## src/rtl/wrbr_pkg.sv

```systemverilog
// package of constants for the window row bounds register bank
// assumes an 8-bit register space behind the serial configuration port
`default_nettype none

package wrbr_pkg;

  // ----------------------------------------------------------------------
  // register offsets
  // ----------------------------------------------------------------------
  localparam logic [7:0] SCAN_ROW_START_OFS    = 8'h0b;
  localparam logic [7:0] SCAN_ROW_END_OFS      = 8'h0c;
  localparam logic [7:0] DISPLAY_ROW_START_OFS = 8'h0e;
  localparam logic [7:0] DISPLAY_ROW_END_OFS   = 8'h0f;

  // ----------------------------------------------------------------------
  // reset values
  // ----------------------------------------------------------------------
  localparam logic [7:0] SCAN_ROW_START_RST    = 8'h00;
  localparam logic [7:0] SCAN_ROW_END_RST      = 8'hfb;
  localparam logic [7:0] DISPLAY_ROW_START_RST = 8'h00;
  localparam logic [7:0] DISPLAY_ROW_END_RST   = 8'hfb;

  // read value for an offset that holds none of these registers
  localparam logic [7:0] UNMAPPED_READ         = 8'h00;

  // ----------------------------------------------------------------------
  // field positions inside the window low bits register
  // ----------------------------------------------------------------------
  localparam int unsigned SCAN_ADJUST_BIT      = 6;
  localparam int unsigned DISPLAY_FIRST_LSB    = 0;
  localparam int unsigned DISPLAY_LAST_LSB     = 1;

endpackage

`default_nettype wire

```

## src/rtl/wrbr_regs.sv

```systemverilog
// row limit registers of the scan and display windows
// assumes the serial port decoder issues one-cycle read and write strobes
// and that the window low bits come from logic on the same clock
`default_nettype none

// Summary of operation
// - scan start row value gains one when the adjust bit is set.
// - scan start row is used unchanged when the adjust bit is clear.
// - scan end row value gains one when the adjust bit is set.
// - display start row is register value with a low bit appended.
// - display end row is register value with a low bit appended.
module wrbr_regs (
  input  wire logic       I_CLOCK,
  input  wire logic       I_RSTN,
  input  wire logic [7:0] I_REG_ADDR,
  input  wire logic       I_REG_WR,
  input  wire logic       I_REG_RD,
  input  wire logic [7:0] I_REG_WDATA,
  input  wire logic [7:0] I_WINDOW_LOW_BITS,
  output logic      [7:0] O_REG_RDATA,
  output logic            O_REG_RVALID,
  output logic      [8:0] O_SCAN_ROW_FIRST,
  output logic      [8:0] O_SCAN_ROW_LAST,
  output logic      [8:0] O_DISPLAY_ROW_FIRST,
  output logic      [8:0] O_DISPLAY_ROW_LAST
);

  // ----------------------------------------------------------------------
  // storage
  // ----------------------------------------------------------------------
  logic [7:0] scan_row_start;
  logic [7:0] scan_row_end;
  logic [7:0] display_row_start;
  logic [7:0] display_row_end;
  logic [7:0] next_scan_row_start;
  logic [7:0] next_scan_row_end;
  logic [7:0] next_display_row_start;
  logic [7:0] next_display_row_end;
  logic [7:0] next_rdata;
  logic       next_rvalid;
  logic [8:0] next_scan_first;
  logic [8:0] next_scan_last;
  logic [8:0] next_display_first;
  logic [8:0] next_display_last;
  logic       scan_adjust;

  // ----------------------------------------------------------------------
  // row arithmetic
  // ----------------------------------------------------------------------
  // widened to nine bits so that 0xff plus one does not wrap to zero
  function automatic logic [8:0] adjusted_row(input logic [7:0] msbs,
                                              input logic       adjust);
    adjusted_row = {1'b0, msbs} + {8'h00, adjust};
  endfunction

  function automatic logic [8:0] joined_row(input logic [7:0] msbs,
                                            input logic       lsb);
    joined_row = {msbs, lsb};
  endfunction

  assign scan_adjust = I_WINDOW_LOW_BITS[wrbr_pkg::SCAN_ADJUST_BIT];

  // ----------------------------------------------------------------------
  // register writes
  // ----------------------------------------------------------------------
  always_comb begin
    next_scan_row_start    = scan_row_start;
    next_scan_row_end      = scan_row_end;
    next_display_row_start = display_row_start;
    next_display_row_end   = display_row_end;
    if (I_REG_WR) begin
      unique case (I_REG_ADDR)
        wrbr_pkg::SCAN_ROW_START_OFS: begin
          next_scan_row_start = I_REG_WDATA;
        end
        wrbr_pkg::SCAN_ROW_END_OFS: begin
          next_scan_row_end = I_REG_WDATA;
        end
        wrbr_pkg::DISPLAY_ROW_START_OFS: begin
          next_display_row_start = I_REG_WDATA;
        end
        wrbr_pkg::DISPLAY_ROW_END_OFS: begin
          next_display_row_end = I_REG_WDATA;
        end
        default: begin
          // writes to other offsets belong to other blocks
        end
      endcase
    end
  end

  always_ff @(posedge I_CLOCK) begin
    if (!I_RSTN) begin
      scan_row_start    <= wrbr_pkg::SCAN_ROW_START_RST;
      scan_row_end      <= wrbr_pkg::SCAN_ROW_END_RST;
      display_row_start <= wrbr_pkg::DISPLAY_ROW_START_RST;
      display_row_end   <= wrbr_pkg::DISPLAY_ROW_END_RST;
    end else begin
      scan_row_start    <= next_scan_row_start;
      scan_row_end      <= next_scan_row_end;
      display_row_start <= next_display_row_start;
      display_row_end   <= next_display_row_end;
    end
  end

  // ----------------------------------------------------------------------
  // register reads
  // ----------------------------------------------------------------------
  // read sees the stored value, not a write in the same cycle
  always_comb begin
    next_rvalid = I_REG_RD;
    next_rdata  = wrbr_pkg::UNMAPPED_READ;
    if (I_REG_RD) begin
      unique case (I_REG_ADDR)
        wrbr_pkg::SCAN_ROW_START_OFS:    next_rdata = scan_row_start;
        wrbr_pkg::SCAN_ROW_END_OFS:      next_rdata = scan_row_end;
        wrbr_pkg::DISPLAY_ROW_START_OFS: next_rdata = display_row_start;
        wrbr_pkg::DISPLAY_ROW_END_OFS:   next_rdata = display_row_end;
        default:                         next_rdata = wrbr_pkg::UNMAPPED_READ;
      endcase
    end
  end

  always_ff @(posedge I_CLOCK) begin
    if (!I_RSTN) begin
      O_REG_RDATA  <= 8'h00;
      O_REG_RVALID <= 1'b0;
    end else begin
      O_REG_RDATA  <= next_rdata;
      O_REG_RVALID <= next_rvalid;
    end
  end

  // ----------------------------------------------------------------------
  // effective row addresses
  // ----------------------------------------------------------------------
  // registered so that outputs leave from flip-flops; one cycle behind
  always_comb begin
    next_scan_first    = adjusted_row(scan_row_start, scan_adjust);
    next_scan_last     = adjusted_row(scan_row_end, scan_adjust);
    next_display_first = joined_row(display_row_start,
      I_WINDOW_LOW_BITS[wrbr_pkg::DISPLAY_FIRST_LSB]);
    next_display_last  = joined_row(display_row_end,
      I_WINDOW_LOW_BITS[wrbr_pkg::DISPLAY_LAST_LSB]);
  end

  always_ff @(posedge I_CLOCK) begin
    if (!I_RSTN) begin
      O_SCAN_ROW_FIRST    <= 9'h000;
      O_SCAN_ROW_LAST     <= 9'h000;
      O_DISPLAY_ROW_FIRST <= 9'h000;
      O_DISPLAY_ROW_LAST  <= 9'h000;
    end else begin
      O_SCAN_ROW_FIRST    <= next_scan_first;
      O_SCAN_ROW_LAST     <= next_scan_last;
      O_DISPLAY_ROW_FIRST <= next_display_first;
      O_DISPLAY_ROW_LAST  <= next_display_last;
    end
  end
endmodule

`default_nettype wire

```

## config.mk

```make
export PLATFORM = sky130hd
export DESIGN_NAME = wrbr_regs
export DESIGN_NICKNAME = d
export VERILOG_FILES = /design/src/rtl/wrbr_pkg.sv /design/src/rtl/wrbr_regs.sv
export SDC_FILE = /design/constraint.sdc
export NUM_CORES = 1
export LEC_CHECK = 0
export ABC_AREA = 1
export ABC_CLOCK_PERIOD_IN_PS = 1520
export BUFFER_PORTS_ARGS = -buffer_cell sky130_fd_sc_hd__buf_2
export CORE_AREA = 2 2 102 64
export DETAILED_ROUTE_END_ITERATION = 6
export DIE_AREA = 0 0 104 66
export PLACE_DENSITY = 0.78
export SLEW_MARGIN = 20
export SYNTH_ARGS = -nofsm -noshare
export SYNTH_HDL_FRONTEND = slang
export SYNTH_SLANG_ARGS = --single-unit
```

## constraint.sdc

```tcl
create_clock -name I_CLOCK -period 1.52 [get_ports I_CLOCK]
set_input_delay 0.456 -clock I_CLOCK [delete_from_list [all_inputs] [get_ports I_CLOCK]]
set_output_delay 0.456 -clock I_CLOCK [all_outputs]
set_load 0.02 [all_outputs]
```

---- Word-level counts from Yosys, hierarchy flattened ----
Index checks and enable logic that the tools add are counted.
word-level totals
  flip-flop bits (word level) ............. 77
  input port bits ......................... 28
  output and inout port bits .............. 45
  word-level logic and storage cells ...... 22
cells by class
  add/sub/neg operators ................... 2
  equal/unequal tests ..................... 4
  muxes and demuxes ....................... 1
  reduce and logical (&&, ||, !) cells .... 5
operators by type and width
  cell                                            count
  == test 8 x 4 -> 1 bit (second input constant)  4
  one-hot mux 8 bit (4 select lines)              1
  adder 8 x 1 -> 9 bit                            2
  AND reduction 2 bit                             5

---- Longest topological paths before layout ----
Gate-level depths: netlist of run 1.
  depth after elaboration ................. 2
  depth in mapped cells ................... 9
  gate-level depth less buffers ........... 7

---- Worst setup path after synthesis of run 1 ----
OpenSTA, ideal clock, no wires.
  kind .................................... input to register
  from .................................... in I_WINDOW_LOW_BITS[6]
  to ...................................... reg O_SCAN_ROW_LAST[6]
  library setup time ...................... 115 ps
  arrival ................................. 1,168 ps
  required time ........................... 1,405 ps
  slack ................................... 237 ps
  stages .................................. 7
  path buffers ............................ 0
  path through ............................ ha_1 > ha_1 > nand2_1 > nor2_1 > nand3_1 > nand2_1 > nor2_1
on the way
  longest elaborated chain between the ends .. 1
ends and longest elaborated chain
  element               line              text
  start, declared       wrbr_regs.sv:19   input wire logic [7:0] I_WINDOW_LOW_BITS,
  adder 8 x 1 -> 9 bit  wrbr_regs.sv:53   adjusted_row = {1'b0, msbs} + {8'h00, adjust};
  end signal, assigned  wrbr_regs.sv:155  O_SCAN_ROW_LAST <= next_scan_last;
  end, declared         wrbr_regs.sv:23   output logic [8:0] O_SCAN_ROW_LAST,
Every way passes these cells.
A chain may end at the register's enable or synchronous reset.

---- Final worst setup path of run 1 ----
  from .................................... reg scan_row_end[0]
  to ...................................... reg O_SCAN_ROW_LAST[8]
on the way
  longest elaborated chain between the ends .. 1
ends and longest elaborated chain
  element                 line              text
  start, declared         wrbr_regs.sv:32   logic [7:0] scan_row_end;
  start signal, assigned  wrbr_regs.sv:95   scan_row_end <= wrbr_pkg::SCAN_ROW_END_RST;
  start signal, assigned  wrbr_regs.sv:100  scan_row_end <= next_scan_row_end;
  adder 8 x 1 -> 9 bit    wrbr_regs.sv:53
Every way passes these cells.

==> results of run 1 <==
-- critical path: stages, from the launching register on --
cell	delay, ns
sky130_fd_sc_hd__dfxtp_1	0.36
sky130_fd_sc_hd__ha_1	0.20
sky130_fd_sc_hd__ha_1	0.18
sky130_fd_sc_hd__nand2_1	0.10
sky130_fd_sc_hd__nor2_1	0.18
sky130_fd_sc_hd__nand3_1	0.11
sky130_fd_sc_hd__nor3_1	0.14
-- synth_stat cells, types with 2 or more instances --
| master | instances | area share [%] |
|---|---|---|
| sky130_fd_sc_hd__buf_2 | 5 | 0.82 |
| sky130_fd_sc_hd__clkbuf_1 | 7 | 0.86 |
| sky130_fd_sc_hd__inv_1 | 38 | 4.7 |
| sky130_fd_sc_hd__o21ai_0 | 6 | 0.98 |
| sky130_fd_sc_hd__dfxtp_1 | 77 | 50 |
| sky130_fd_sc_hd__nand4_1 | 16 | 3.3 |
| sky130_fd_sc_hd__a21oi_1 | 21 | 3.4 |
| sky130_fd_sc_hd__nor3_1 | 2 | 0.33 |
| sky130_fd_sc_hd__nor2_4 | 3 | 1.1 |
| sky130_fd_sc_hd__nand3_1 | 55 | 9.0 |
| sky130_fd_sc_hd__nor2_8 | 2 | 1.3 |
| sky130_fd_sc_hd__ha_1 | 4 | 1.6 |
| sky130_fd_sc_hd__buf_4 | 3 | 0.74 |
| sky130_fd_sc_hd__nor2_1 | 41 | 5.0 |
| sky130_fd_sc_hd__nand2_1 | 107 | 13 |
| sky130_fd_sc_hd__buf_6 | 4 | 1.5 |
-- area by class of cell --
| class | count | area share [%] |
|---|---|---|
| clock buffers | 9 | 3.30 |
| clock inverters | 6 | 2.96 |
| inverters | 40 | 4.03 |
| multi-input cells | 262 | 33.3 |
| flip-flops and latches | 77 | 41.0 |
| well taps | 84 | 2.80 |
| repair buffers | 82 | 12.6 |
-- sequential cells by signal, summed over array words and instances (netlist names) --
register,cells
O_DISPLAY_ROW_FIRST,9
O_REG_RVALID,1
O_SCAN_ROW_LAST,9
O_SCAN_ROW_FIRST,9
O_DISPLAY_ROW_LAST,9
scan_row_start,8
O_REG_RDATA,8
scan_row_end,8
display_row_start,8
display_row_end,8
-- routing by layer --
layer | share of wire (%) | wire [um] | global-route usage (%)
met4 | 1.4 | 104 | 8.11
met2 | 42 | 3110 | 35.4
met1 | 47 | 3430 | 32.2
met5 | 0 | 0 | 0
met3 | 9.9 | 726 | 8.08
-- final timing paths --
check,endpoint
min reg2reg,O_DISPLAY_ROW_LAST[5]$_SDFF_PN0_
min,O_DISPLAY_ROW_FIRST[0]$_SDFF_PN0_
max reg2reg,O_SCAN_ROW_LAST[8]$_SDFF_PN0_
max,O_SCAN_ROW_LAST[8]$_SDFF_PN0_
-- stage by stage --
stage               TNS, ns  hold WS (ns)  total power, mW
global placement    -0.0420         0.441             2.36
floorplan                 0         0.421             2.25
global route              0         0.303             4.28
finish                    0         0.299             4.13
CTS                       0         0.292             4.16
detailed placement    -1.05         0.438             2.36
-- power by group through the flow --
stage / clock, mW / sequential [mW] / combinational [mW]
2_1_floorplan: 0 / 2.14 / 0.114
3_3_place_gp: 0 / 2.10 / 0.258
3_5_place_dp: 0 / 2.10 / 0.263
4_1_cts: 1.84 / 2.05 / 0.264
5_1_grt: 1.93 / 2.06 / 0.291
6_report: 1.82 / 2.05 / 0.266
-- cell families (layout without fill, tap and decap cells) --
group | count (synthesis) | in the layout | share of synthesized area (%)
flops | 77 | 77 | 50.3
simple gates | 231 | 231 | 34.8
fa+ha+maj | 4 | 4 | 1.63
buf+inv | 59 | 137 | 8.82
compound gates | 27 | 27 | 4.41
==> reports/qor.log, run 1 <==
INFO  status         run_status=complete, no violations
INFO  pwr            vdd_ir_drop_max=0.530mV
INFO  yosys          synth-main-ff-cell=sky130_fd_sc_hd__dfxtp_1
INFO  yosys          synth_edf_count=0
INFO  yosys          yosysSeqAreaShare=50.3%
INFO  cts            insertion_delay=0.35ns
INFO  placement      detailedPlace.worstSlack=-0.0655ns
INFO  setup_path     worstPathRequired=1.80ns
INFO  global_routing antenna_found_initial=0
INFO  cts            post_cts_resize_count=0
INFO  setup_path     reg2reg_slack=0.18ns
INFO  cts            cts.repair_timing.setup_buffer_count=0
INFO  global_routing globalRouteTotalUtil=23.7%
INFO  layout         mostFrequentLayoutCell=sky130_fd_sc_hd__nand2_1
INFO  layout         fill_cells=555
INFO  timing         final_hold_viol_count=0
INFO  yosys          synthesis.yosys.warnings=0
INFO  placement      dp_hpwl=5.45mm
INFO  timing         timing.fmax=746MHz
INFO  cts            cts_buffers=9
INFO  job            maxCapViolations=0
INFO  placement      detailed_place.area=3520squm
INFO  yosys          yosysUniqueCellTypes=23
INFO  pwr            share_comb_of_total_power=6.4%
INFO  global_routing grt_first_pass_wirelength=12.5mm
INFO  cts            clk_pin_slew_worst_paths=0.08ns
INFO  timing         timing.final.max_slew_violations=0
INFO  routing        drtIter0Drc=241
INFO  global_routing maximum_number_of_pins_on_one_net_before_global_route_repair=32
INFO  yosys          synth-seq-cells=77
INFO  setup_path     worst-path-max-fanout=3
INFO  layout         areaGrowthSynthToFinish=22.7%
INFO  timing         timing.final.setup_violations=0
INFO  timing         clock-skew-final=0.00597ns
INFO  placement      placement.io_buffers=67
INFO  cts            cts_num_sinks=77
INFO  floorplan      floorplan.rows=22
INFO  timing         min_period=1.34ns
INFO  layout         post_layout_nonfiller_instances=560
INFO  timing         max-slew-margin-rel=73.6%
INFO  layout         regArea=1540squm
INFO  yosys          synth_fp_nets=430
INFO  layout         final_cell_mix=107 x sky130_fd_sc_hd__nand2_1, 77 x sky130_fd_sc_hd__dfxtp_1, 67 x sky130_fd_sc_hd__buf_2
INFO  pwr            power_density=1100nW/um^2
INFO  yosys          synth_area=3060squm
INFO  placement      placed_cells_incl_taps=545
INFO  setup_path     type_of_origin_of_the_critical_path=flip-flop
INFO  routing        drt_first_pass_iters=4
INFO  pwr            seqPwrFrac=49.7%
INFO  floorplan      initial_core_util=51.5%
INFO  routing        detail_route.drc_violations=0
INFO  yosys          synth-async-reset-ratio=0%
INFO  cts            htreeDepth=3
INFO  setup_path     worst_ep_arrival_time=1.62ns
INFO  cts            cts_tree=yes
INFO  setup_path     crit_path_end_kind=flip-flop
INFO  global_routing overflow=0
INFO  pwr            share_clk_of_total_power=43.9%
INFO  layout         antenna-diode-count=0
INFO  cts            post_cts_hold_buffer_count=0
INFO  pwr            internal-power=3.21mW
INFO  hold_path      worst_hold_path_type=in2reg
INFO  routing        routed_wirelength=7.36mm
INFO  routing        drtAntennaViolNets=0
INFO  layout         post-route-util=63.2%
INFO  routing        routed_via_density=5.00
INFO  setup_path     critical_path.reg2reg.startpoint=scan_row_end[0]$_SDFFE_PN1P_
INFO  setup_path     timing.reg2reg.worst_path_depth=6
INFO  yosys          syn-mean-instance-area=7.70squm
INFO  layout         finalNetCount=504
INFO  setup_path     crit_start=scan_row_end[0]$_SDFFE_PN1P_
INFO  placement      globalplace.congestion=0.906
INFO  hold_path      whs_path_depth=3
INFO  yosys          netlist_instances=398
INFO  routing        routed-via-count=2802
INFO  timing         setup_repair_after_global_routing_missed_its_margin=false
INFO  cts            clock_tree.buffer_depth=2
INFO  routing        routed_wire_length_per_instance=13.1um
INFO  pwr            total_switching_power=920uW
INFO  cts            cts_root_buffer=sky130_fd_sc_hd__clkbuf_8
INFO  floorplan      ports_placed_on_the_boundary=73
INFO  hold_path      hp-start=I_WINDOW_LOW_BITS[0]
INFO  floorplan      die_area=6860squm
INFO  layout         finish.instance_area=3760squm
INFO  layout         multi_input_comb_area=1250squm
INFO  timing         post-route-worst-setup-slack=0.179ns
INFO  layout         layout-drive-gt1-share=22.7%
INFO  pwr            power.switching_fraction=22.3%
INFO  timing         timing_worst_slew_pin_value=0.397ns
INFO  timing         timing.final.crit_share=88.2%
INFO  floorplan      floorplan.core_area=5950squm
INFO  global_routing via_count_of_the_first_global_routing_pass=2564
INFO  floorplan      die_y_extent=66um
INFO  pwr            power.static_leakage=1.99nW
INFO  setup_path     critical_path_class=reg2reg
INFO  floorplan      die_w=104um
Power figures use the tool's default switching activity.
==> run 2: changes to the inputs <==
--- a/config.mk
+++ b/config.mk
@@ -5,13 +5,13 @@
 export SDC_FILE = /design/constraint.sdc
 export NUM_CORES = 1
 export LEC_CHECK = 0
-export ABC_AREA = 1
+export ABC_AREA = 0
 export ABC_CLOCK_PERIOD_IN_PS = 1520
 export BUFFER_PORTS_ARGS = -buffer_cell sky130_fd_sc_hd__buf_2
-export CORE_AREA = 2 2 102 64
+export CORE_AREA = 2 2 99 63
 export DETAILED_ROUTE_END_ITERATION = 6
-export DIE_AREA = 0 0 104 66
-export PLACE_DENSITY = 0.78
+export DIE_AREA = 0 0 101 65
+export PLACE_DENSITY = 0.77
 export SLEW_MARGIN = 20
 export SYNTH_ARGS = -nofsm -noshare
 export SYNTH_HDL_FRONTEND = slang
==> reports/qor.log, run 2 <==
INFO  cts            clk_pin_slew_worst_paths=0.07ns
INFO  layout         mostFrequentLayoutCell=sky130_fd_sc_hd__dfxtp_1
INFO  yosys          synth_fp_nets=313
INFO  layout         antenna-diode-count=0
INFO  cts            cts_root_buffer=sky130_fd_sc_hd__clkbuf_8
INFO  cts            post_cts_hold_buffer_count=0
INFO  setup_path     cp_cell_sequence=buf_6, or4b_4, or4_4, mux2i_1, nand2_1
INFO  yosys          synthesized_area_fraction_occupied_by_ao_oa_aoi_and_oai_cells=5.53%
INFO  job            maxCapViolations=0
INFO  yosys          synth-main-ff-cell=sky130_fd_sc_hd__dfxtp_1
INFO  floorplan      die_area=6570squm
INFO  status         violations_in_the_final_reports=setup timing
INFO  yosys          synth_area=2870squm
INFO  layout         areaGrowthSynthToFinish=26.3%
INFO  pwr            total_switching_power=873uW
INFO  cts            cts_num_sinks=77
INFO  pwr            internal-power=3.28mW
INFO  yosys          yosys.area.top_type_share=53.7%
INFO  yosys          synth-adder-area-share=1.74%
INFO  timing         timing.fmax=555MHz
INFO  routing        routed_via_density=5.08
INFO  routing        drtIter0Drc=122
INFO  yosys          synthesis.yosys.warnings=0
INFO  pwr            vdd_ir_drop_max=0.555mV
INFO  yosys          synth_most_common_cell=sky130_fd_sc_hd__dfxtp_1
INFO  placement      dp_hpwl=4.45mm
INFO  setup_path     cpLargestDelayFamily=simple AND/OR/NAND/NOR gates
INFO  cts            cts_buffers=9
INFO  floorplan      floorplan.core_area=5780squm
INFO  timing         final_hold_viol_count=0
INFO  timing         post-route-worst-setup-slack=-0.281ns
INFO  routing        routed-via-count=2241
INFO  global_routing antenna_found_initial=0
INFO  yosys          synth-async-reset-ratio=0%
INFO  layout         finalNetCount=396
INFO  setup_path     r2r_end=O_SCAN_ROW_LAST[4]$_SDFF_PN0_
INFO  timing         min_period=1.80ns
INFO  timing         worst_hold_slack=0.304ns
INFO  setup_path     critical_path_class=in2reg
INFO  hold_path      whs_path_depth=2
INFO  cts            htreeDepth=3
INFO  global_routing grt_first_pass_wirelength=10.3mm
INFO  pwr            power.static_leakage=1.77nW
INFO  yosys          yosys-mux-area-fraction=10.1%
INFO  hold_path      worst_hold_path_type=in2reg
INFO  setup_path     timing.critical_path.slowest_cell_delay=0.62ns
INFO  placement      globalplace.congestion=0.858
INFO  floorplan      floorplan.rows=22
INFO  timing         timing.final.setup_violations=32
INFO  timing         setup_repair_after_global_routing_missed_its_margin=true
INFO  routing        routed_wire_length_per_instance=14.2um
INFO  setup_path     worst_ep_arrival_time=2.04ns
INFO  pwr            share_comb_of_total_power=6.0%
INFO  setup_path     reg2reg_slack=0.10ns
INFO  global_routing globalRouteTotalUtil=20.9%
INFO  pwr            power.switching_fraction=21.0%
INFO  routing        drt_first_pass_iters=4
INFO  setup_path     path_buf_inv=1
INFO  timing         timing.final.crit_share=118%
INFO  pwr            share_clk_of_total_power=44.6%
INFO  yosys          largest_family_of_logic_cells_by_synthesized_area=simple AND/OR/NAND/NOR gates
INFO  setup_path     worst-path-max-fanout=5
INFO  yosys          ys_top_cells_by_count=77 x sky130_fd_sc_hd__dfxtp_1, 38 x sky130_fd_sc_hd__nand2_1, 29 x sky130_fd_sc_hd__mux2i_1
INFO  placement      placement.io_buffers=67
INFO  hold_path      hold_path_end=O_DISPLAY_ROW_FIRST[0]$_SDFF_PN0_
INFO  global_routing overflow=0
INFO  layout         layout-drive-gt1-share=30.9%
INFO  timing         max-slew-margin-rel=37.7%
INFO  setup_path     worstPathRequired=1.76ns
INFO  placement      detailedPlace.worstSlack=-0.679ns
INFO  global_routing via_count_of_the_first_global_routing_pass=2216
INFO  layout         post-route-util=62.7%
INFO  timing         clock-skew-final=0.0107ns
INFO  setup_path     crit_path_end_kind=flip-flop
INFO  cts            insertion_delay=0.36ns
INFO  pwr            seqPwrFrac=49.4%
INFO  timing         timing.final.max_slew_violations=0
INFO  routing        routed_wirelength=6.26mm
INFO  floorplan      initial_core_util=49.7%
INFO  cts            clock_tree.buffer_depth=2
INFO  routing        detail_route.drc_violations=0
INFO  yosys          post_synth_xor_area_fraction=3.66%
INFO  cts            cts_tree=yes
INFO  yosys          synth_edf_count=0
INFO  routing        drtAntennaViolNets=0
INFO  floorplan      die_w=101um
INFO  pwr            power_density=1140nW/um^2
INFO  yosys          synth.top_cells.by_area=sky130_fd_sc_hd__dfxtp_1 54%, sky130_fd_sc_hd__mux2i_1 10%, sky130_fd_sc_hd__and2_1 5.7%
INFO  setup_path     critical_path.reg2reg.startpoint=scan_row_end[0]$_SDFFE_PN1P_
INFO  layout         final_cell_mix=77 x sky130_fd_sc_hd__dfxtp_1, 66 x sky130_fd_sc_hd__buf_2, 37 x sky130_fd_sc_hd__nand2_1
INFO  yosys          simple_gate_portion_of_the_synthesized_area=21.3%
INFO  hold_path      hp-start=I_WINDOW_LOW_BITS[0]
INFO  yosys          syn-mean-instance-area=10.2squm
INFO  setup_path     timing.reg2reg.worst_path_depth=6
INFO  status         run_status=finished, violations left
INFO  setup_path     critical-path-slowest-cell=sky130_fd_sc_hd__or4_4
INFO  yosys          yosys.area.top_type=sky130_fd_sc_hd__dfxtp_1
INFO  floorplan      ports_placed_on_the_boundary=73
INFO  yosys          yosysUniqueCellTypes=29
INFO  yosys          synth-seq-cells=77
INFO  timing         timing_worst_slew_pin_value=0.927ns
INFO  floorplan      die_y_extent=65um
INFO  yosys          yosysSeqAreaShare=53.7%
INFO  setup_path     type_of_origin_of_the_critical_path=input port
INFO  yosys          netlist_instances=281
INFO  global_routing maximum_number_of_pins_on_one_net_before_global_route_repair=69
run 2: changes by cell type in the layout (fill, tap and decap cells not counted), sizes merged, moves of 9 or more:
| cell | before | now |
|---|---|---|
| nand2 | 109 | 38 |
| nand3 | 57 | 19 |
| inv | 39 | 10 |
| mux2i | 0 | 29 |
| nor2 | 47 | 19 |
| and2 | 0 | 26 |
| a21oi | 21 | 1 |
| nand4 | 16 | 1 |
| xnor2 | 0 | 9 |
run 2: area by class of cell:
cell class,count,area (sq um)
fillers,508,2150
flip-flops and latches,77,1540
multi-input cells,183,1240
repair buffers,83,478
clock buffers,12,145
clock inverters,4,95.1
well taps,72,90.1
inverters,10,37.5
run 2: cells by family after synthesis:
family / Yosys count
AO/OA/AOI/OAI: 20
multiplexers: 29
buffers and inverters: 22
adder cells (fa/ha/maj): 4
flip-flops: 77
AND/OR/NAND/NOR: 117
XOR/XNOR: 12
run 2: how the worst max path moves through the flow:
stage | from | endpoint | slack (ns) | cells after the start
2_1_floorplan | I_REG_ADDR[5] | scan_row_start[5]$_SDFFE_PN0P_ | -0.53 | 6
3_3_place_gp | I_REG_ADDR[5] | display_row_end[1]$_SDFFE_PN1P_ | -0.63 | 5
3_5_place_dp | I_REG_ADDR[5] | display_row_end[6]$_SDFFE_PN1P_ | -0.68 | 5
4_1_cts | I_REG_ADDR[7] | display_row_end[6]$_SDFFE_PN1P_ | -0.26 | 5
5_1_grt | I_REG_ADDR[7] | display_row_end[6]$_SDFFE_PN1P_ | -0.32 | 5
6_report | I_REG_ADDR[7] | display_row_end[6]$_SDFFE_PN1P_ | -0.28 | 5
run 2: repair_timing:
item,4_1_cts,5_1_grt
hold endpoints to repair,0,0
pin swaps,6,2
cloned,1,0
gates resized for setup,5,0
setup buffers,1,0
endpoints found under the setup margin,31,39
run 2: per-stage QoR:
step | setup TNS [ns] | total power, mW | cell area, sq um | cells
global route | -6.77 | 4.30 | 3630 | 441
finish | -5.39 | 4.15 | 3630 | 441
CTS | -5.12 | 4.17 | 3630 | 441
detailed placement | -18.41 | 2.34 | 3350 | 423
floorplan | -11.97 | 2.24 | 2870 | 281
global placement | -17.50 | 2.34 | 3350 | 423
run 2: power groups by stage:
stage | clock network, mW | registers, mW | logic [mW]
5_1_grt | 1.98 | 2.05 | 0.272
6_report | 1.85 | 2.05 | 0.249
3_3_place_gp | 0 | 2.10 | 0.241
3_5_place_dp | 0 | 2.10 | 0.244
4_1_cts | 1.87 | 2.05 | 0.251
2_1_floorplan | 0 | 2.14 | 0.101
run 2: metal layers:
metal	up-vias	track usage [%]	part of all wire [%]
met4	0	8.28	1.5
li1	1107	-	-
met1	1052	26.8	48
met5	-	0	0
met2	70	32.1	43
met3	12	7.55	7.0
==> run 3: changes to the inputs <==
--- a/config.mk
+++ b/config.mk
@@ -11,6 +11,7 @@
 export CORE_AREA = 2 2 99 63
 export DETAILED_ROUTE_END_ITERATION = 6
 export DIE_AREA = 0 0 101 65
+export MAX_ROUTING_LAYER = met4
 export PLACE_DENSITY = 0.77
 export SLEW_MARGIN = 20
 export SYNTH_ARGS = -nofsm -noshare
==> reports/qor.log, run 3 (synthesized netlist as in run 2, its figures left out) <==
INFO  global_routing maximum_number_of_pins_on_one_net_before_global_route_repair=69
INFO  placement      detailed_place.area=3350squm
INFO  layout         post_layout_nonfiller_instances=441
INFO  pwr            power_density=1140nW/um^2
INFO  routing        routed_wirelength=6.28mm
INFO  cts            insertion_delay=0.36ns
INFO  setup_path     worst-path-max-fanout=5
INFO  setup_path     timing.reg2reg.worst_path_depth=6
INFO  routing        routed_wire_length_per_instance=14.2um
INFO  global_routing globalRouteTotalUtil=21.5%
INFO  cts            cts_buffers=9
INFO  timing         tns=-5.45ns
INFO  pwr            vdd_ir_drop_max=0.553mV
INFO  hold_path      hp-start=I_WINDOW_LOW_BITS[0]
INFO  setup_path     r2r_end=O_SCAN_ROW_LAST[4]$_SDFF_PN0_
INFO  routing        drtIter0Drc=106
INFO  cts            clock_tree.buffer_depth=2
INFO  layout         mostFrequentLayoutCell=sky130_fd_sc_hd__dfxtp_1
INFO  cts            htreeDepth=3
INFO  setup_path     worstPathRequired=1.75ns
INFO  routing        drtAntennaViolNets=0
INFO  pwr            post-layout-total-power=4.14mW
INFO  placement      dp_hpwl=4.45mm
INFO  floorplan      die_y_extent=65um
INFO  hold_path      worst_hold_path_type=in2reg
INFO  floorplan      ports_placed_on_the_boundary=73
INFO  placement      placed_cells_incl_taps=423
INFO  layout         layout-drive-gt1-share=30.9%
INFO  job            maxCapViolations=0
INFO  cts            cts_num_sinks=77
INFO  layout         multi_input_comb_area=1240squm
INFO  timing         setup_repair_after_global_routing_missed_its_margin=true
INFO  timing         min_period=1.80ns
INFO  setup_path     type_of_origin_of_the_critical_path=input port
INFO  layout         finalNetCount=396
INFO  hold_path      hold_path_end=O_DISPLAY_ROW_FIRST[0]$_SDFF_PN0_
INFO  timing         timing_worst_slew_pin_value=0.907ns
INFO  hold_path      whs_path_depth=2
INFO  timing         max-slew-margin-rel=39.0%
INFO  routing        routed-via-count=2257
INFO  floorplan      floorplan.core_area=5780squm
INFO  placement      globalplace.congestion=0.871
INFO  routing        detail_route.drc_violations=0
INFO  timing         worst_hold_slack=0.308ns
INFO  status         violations_in_the_final_reports=setup timing
INFO  timing         timing.final.setup_violations=32
INFO  floorplan      floorplan.rows=22
INFO  timing         clock-skew-final=0.0113ns
INFO  timing         post-route-worst-setup-slack=-0.281ns
INFO  timing         timing.fmax=555MHz
INFO  layout         final_cell_mix=77 x sky130_fd_sc_hd__dfxtp_1, 66 x sky130_fd_sc_hd__buf_2, 37 x sky130_fd_sc_hd__nand2_1
INFO  setup_path     crit_path_end_kind=flip-flop
INFO  cts            cts_root_buffer=sky130_fd_sc_hd__clkbuf_8
INFO  layout         fill_cells=508
INFO  cts            cts_tree=yes
INFO  setup_path     critical_path.reg2reg.startpoint=scan_row_end[0]$_SDFFE_PN1P_
INFO  global_routing overflow=0
INFO  routing        routed_via_density=5.12
INFO  routing        drt_first_pass_iters=4
INFO  timing         timing.final.crit_share=119%
INFO  floorplan      die_w=101um
INFO  cts            clk_pin_slew_worst_paths=0.07ns
INFO  setup_path     worst_ep_arrival_time=2.03ns
INFO  placement      placement.io_buffers=67
INFO  global_routing grt_first_pass_wirelength=10.3mm
INFO  setup_path     reg2reg_slack=0.10ns
INFO  layout         areaGrowthSynthToFinish=26.3%
INFO  setup_path     critical_path_class=in2reg
INFO  layout         antenna-diode-count=0
INFO  global_routing via_count_of_the_first_global_routing_pass=2220
INFO  status         run_status=finished, violations left
INFO  floorplan      initial_core_util=49.7%
INFO  floorplan      die_area=6570squm
INFO  timing         final_hold_viol_count=0
INFO  pwr            power.static_leakage=1.77nW
INFO  timing         timing.final.max_slew_violations=0
INFO  global_routing antenna_found_initial=0
INFO  layout         finish.instance_area=3630squm
INFO  layout         regArea=1540squm
run 3: cell counts in the layout (fill, tap and decap cells not counted):
No cell type changed its count.
run 3: cell type report:
type                            count  share of cell area (%)
Clock buffer                       12                    4.00
Clock inverter                      4                    2.62
Inverter                           10                    1.03
Multi-Input combinational cell    183                    34.2
Sequential cell                    77                    42.5
Tap cell                           72                    2.48
Timing Repair Buffer               83                    13.2
run 3: how the worst max path moves through the flow:
stage	from	endpoint	slack, ns	depth (start not counted)
3_3_place_gp	I_REG_ADDR[5]	display_row_end[1]$_SDFFE_PN1P_	-0.63	5
4_1_cts	I_REG_ADDR[7]	display_row_end[6]$_SDFFE_PN1P_	-0.26	5
5_1_grt	I_REG_ADDR[7]	display_row_end[6]$_SDFFE_PN1P_	-0.33	5
2_1_floorplan	I_REG_ADDR[5]	scan_row_start[5]$_SDFFE_PN0P_	-0.53	6
6_report	I_REG_ADDR[7]	display_row_end[6]$_SDFFE_PN1P_	-0.28	5
3_5_place_dp	I_REG_ADDR[5]	display_row_end[6]$_SDFFE_PN1P_	-0.68	5
run 3: per-stage QoR:
| step | setup slack (ns) | util, % |
|---|---|---|
| floorplan | -0.527 | - |
| global placement | -0.633 | 57.9 |
| detailed placement | -0.679 | 57.9 |
| global route | -0.327 | 62.7 |
| CTS | -0.259 | 62.7 |
| finish | -0.281 | 62.7 |
run 3: power by group:
group          switching, mW  internal [mW]
Combinational          0.149          0.101
Sequential           0.00706           2.04
Clock                  0.709           1.13
run 3: critical path, cell delays in order:
cell	delay, ns
sky130_fd_sc_hd__buf_6	0.09
sky130_fd_sc_hd__or4b_4	0.57
sky130_fd_sc_hd__or4_4	0.62
sky130_fd_sc_hd__mux2i_1	0.21
sky130_fd_sc_hd__nand2_1	0.08
run 3: metal layers:
| metal | global-route usage [%] | share of wire [%] | up-vias |
|---|---|---|---|
| li1 | - | - | 1109 |
| met1 | 27.0 | 48 | 1060 |
| met2 | 31.9 | 43 | 80 |
| met3 | 7.44 | 6.9 | 8 |
| met4 | 8.28 | 1.4 | 0 |
| met5 | - | 0 | - |
run 3: repair_timing:
item / CTS / global route
cloned: 1 / 0
hold buffers: 0 / 0
endpoints found under the setup margin: 31 / 39
pin swaps: 6 / 2
resized for setup: 5 / 0
buffers inserted: 1 / 0
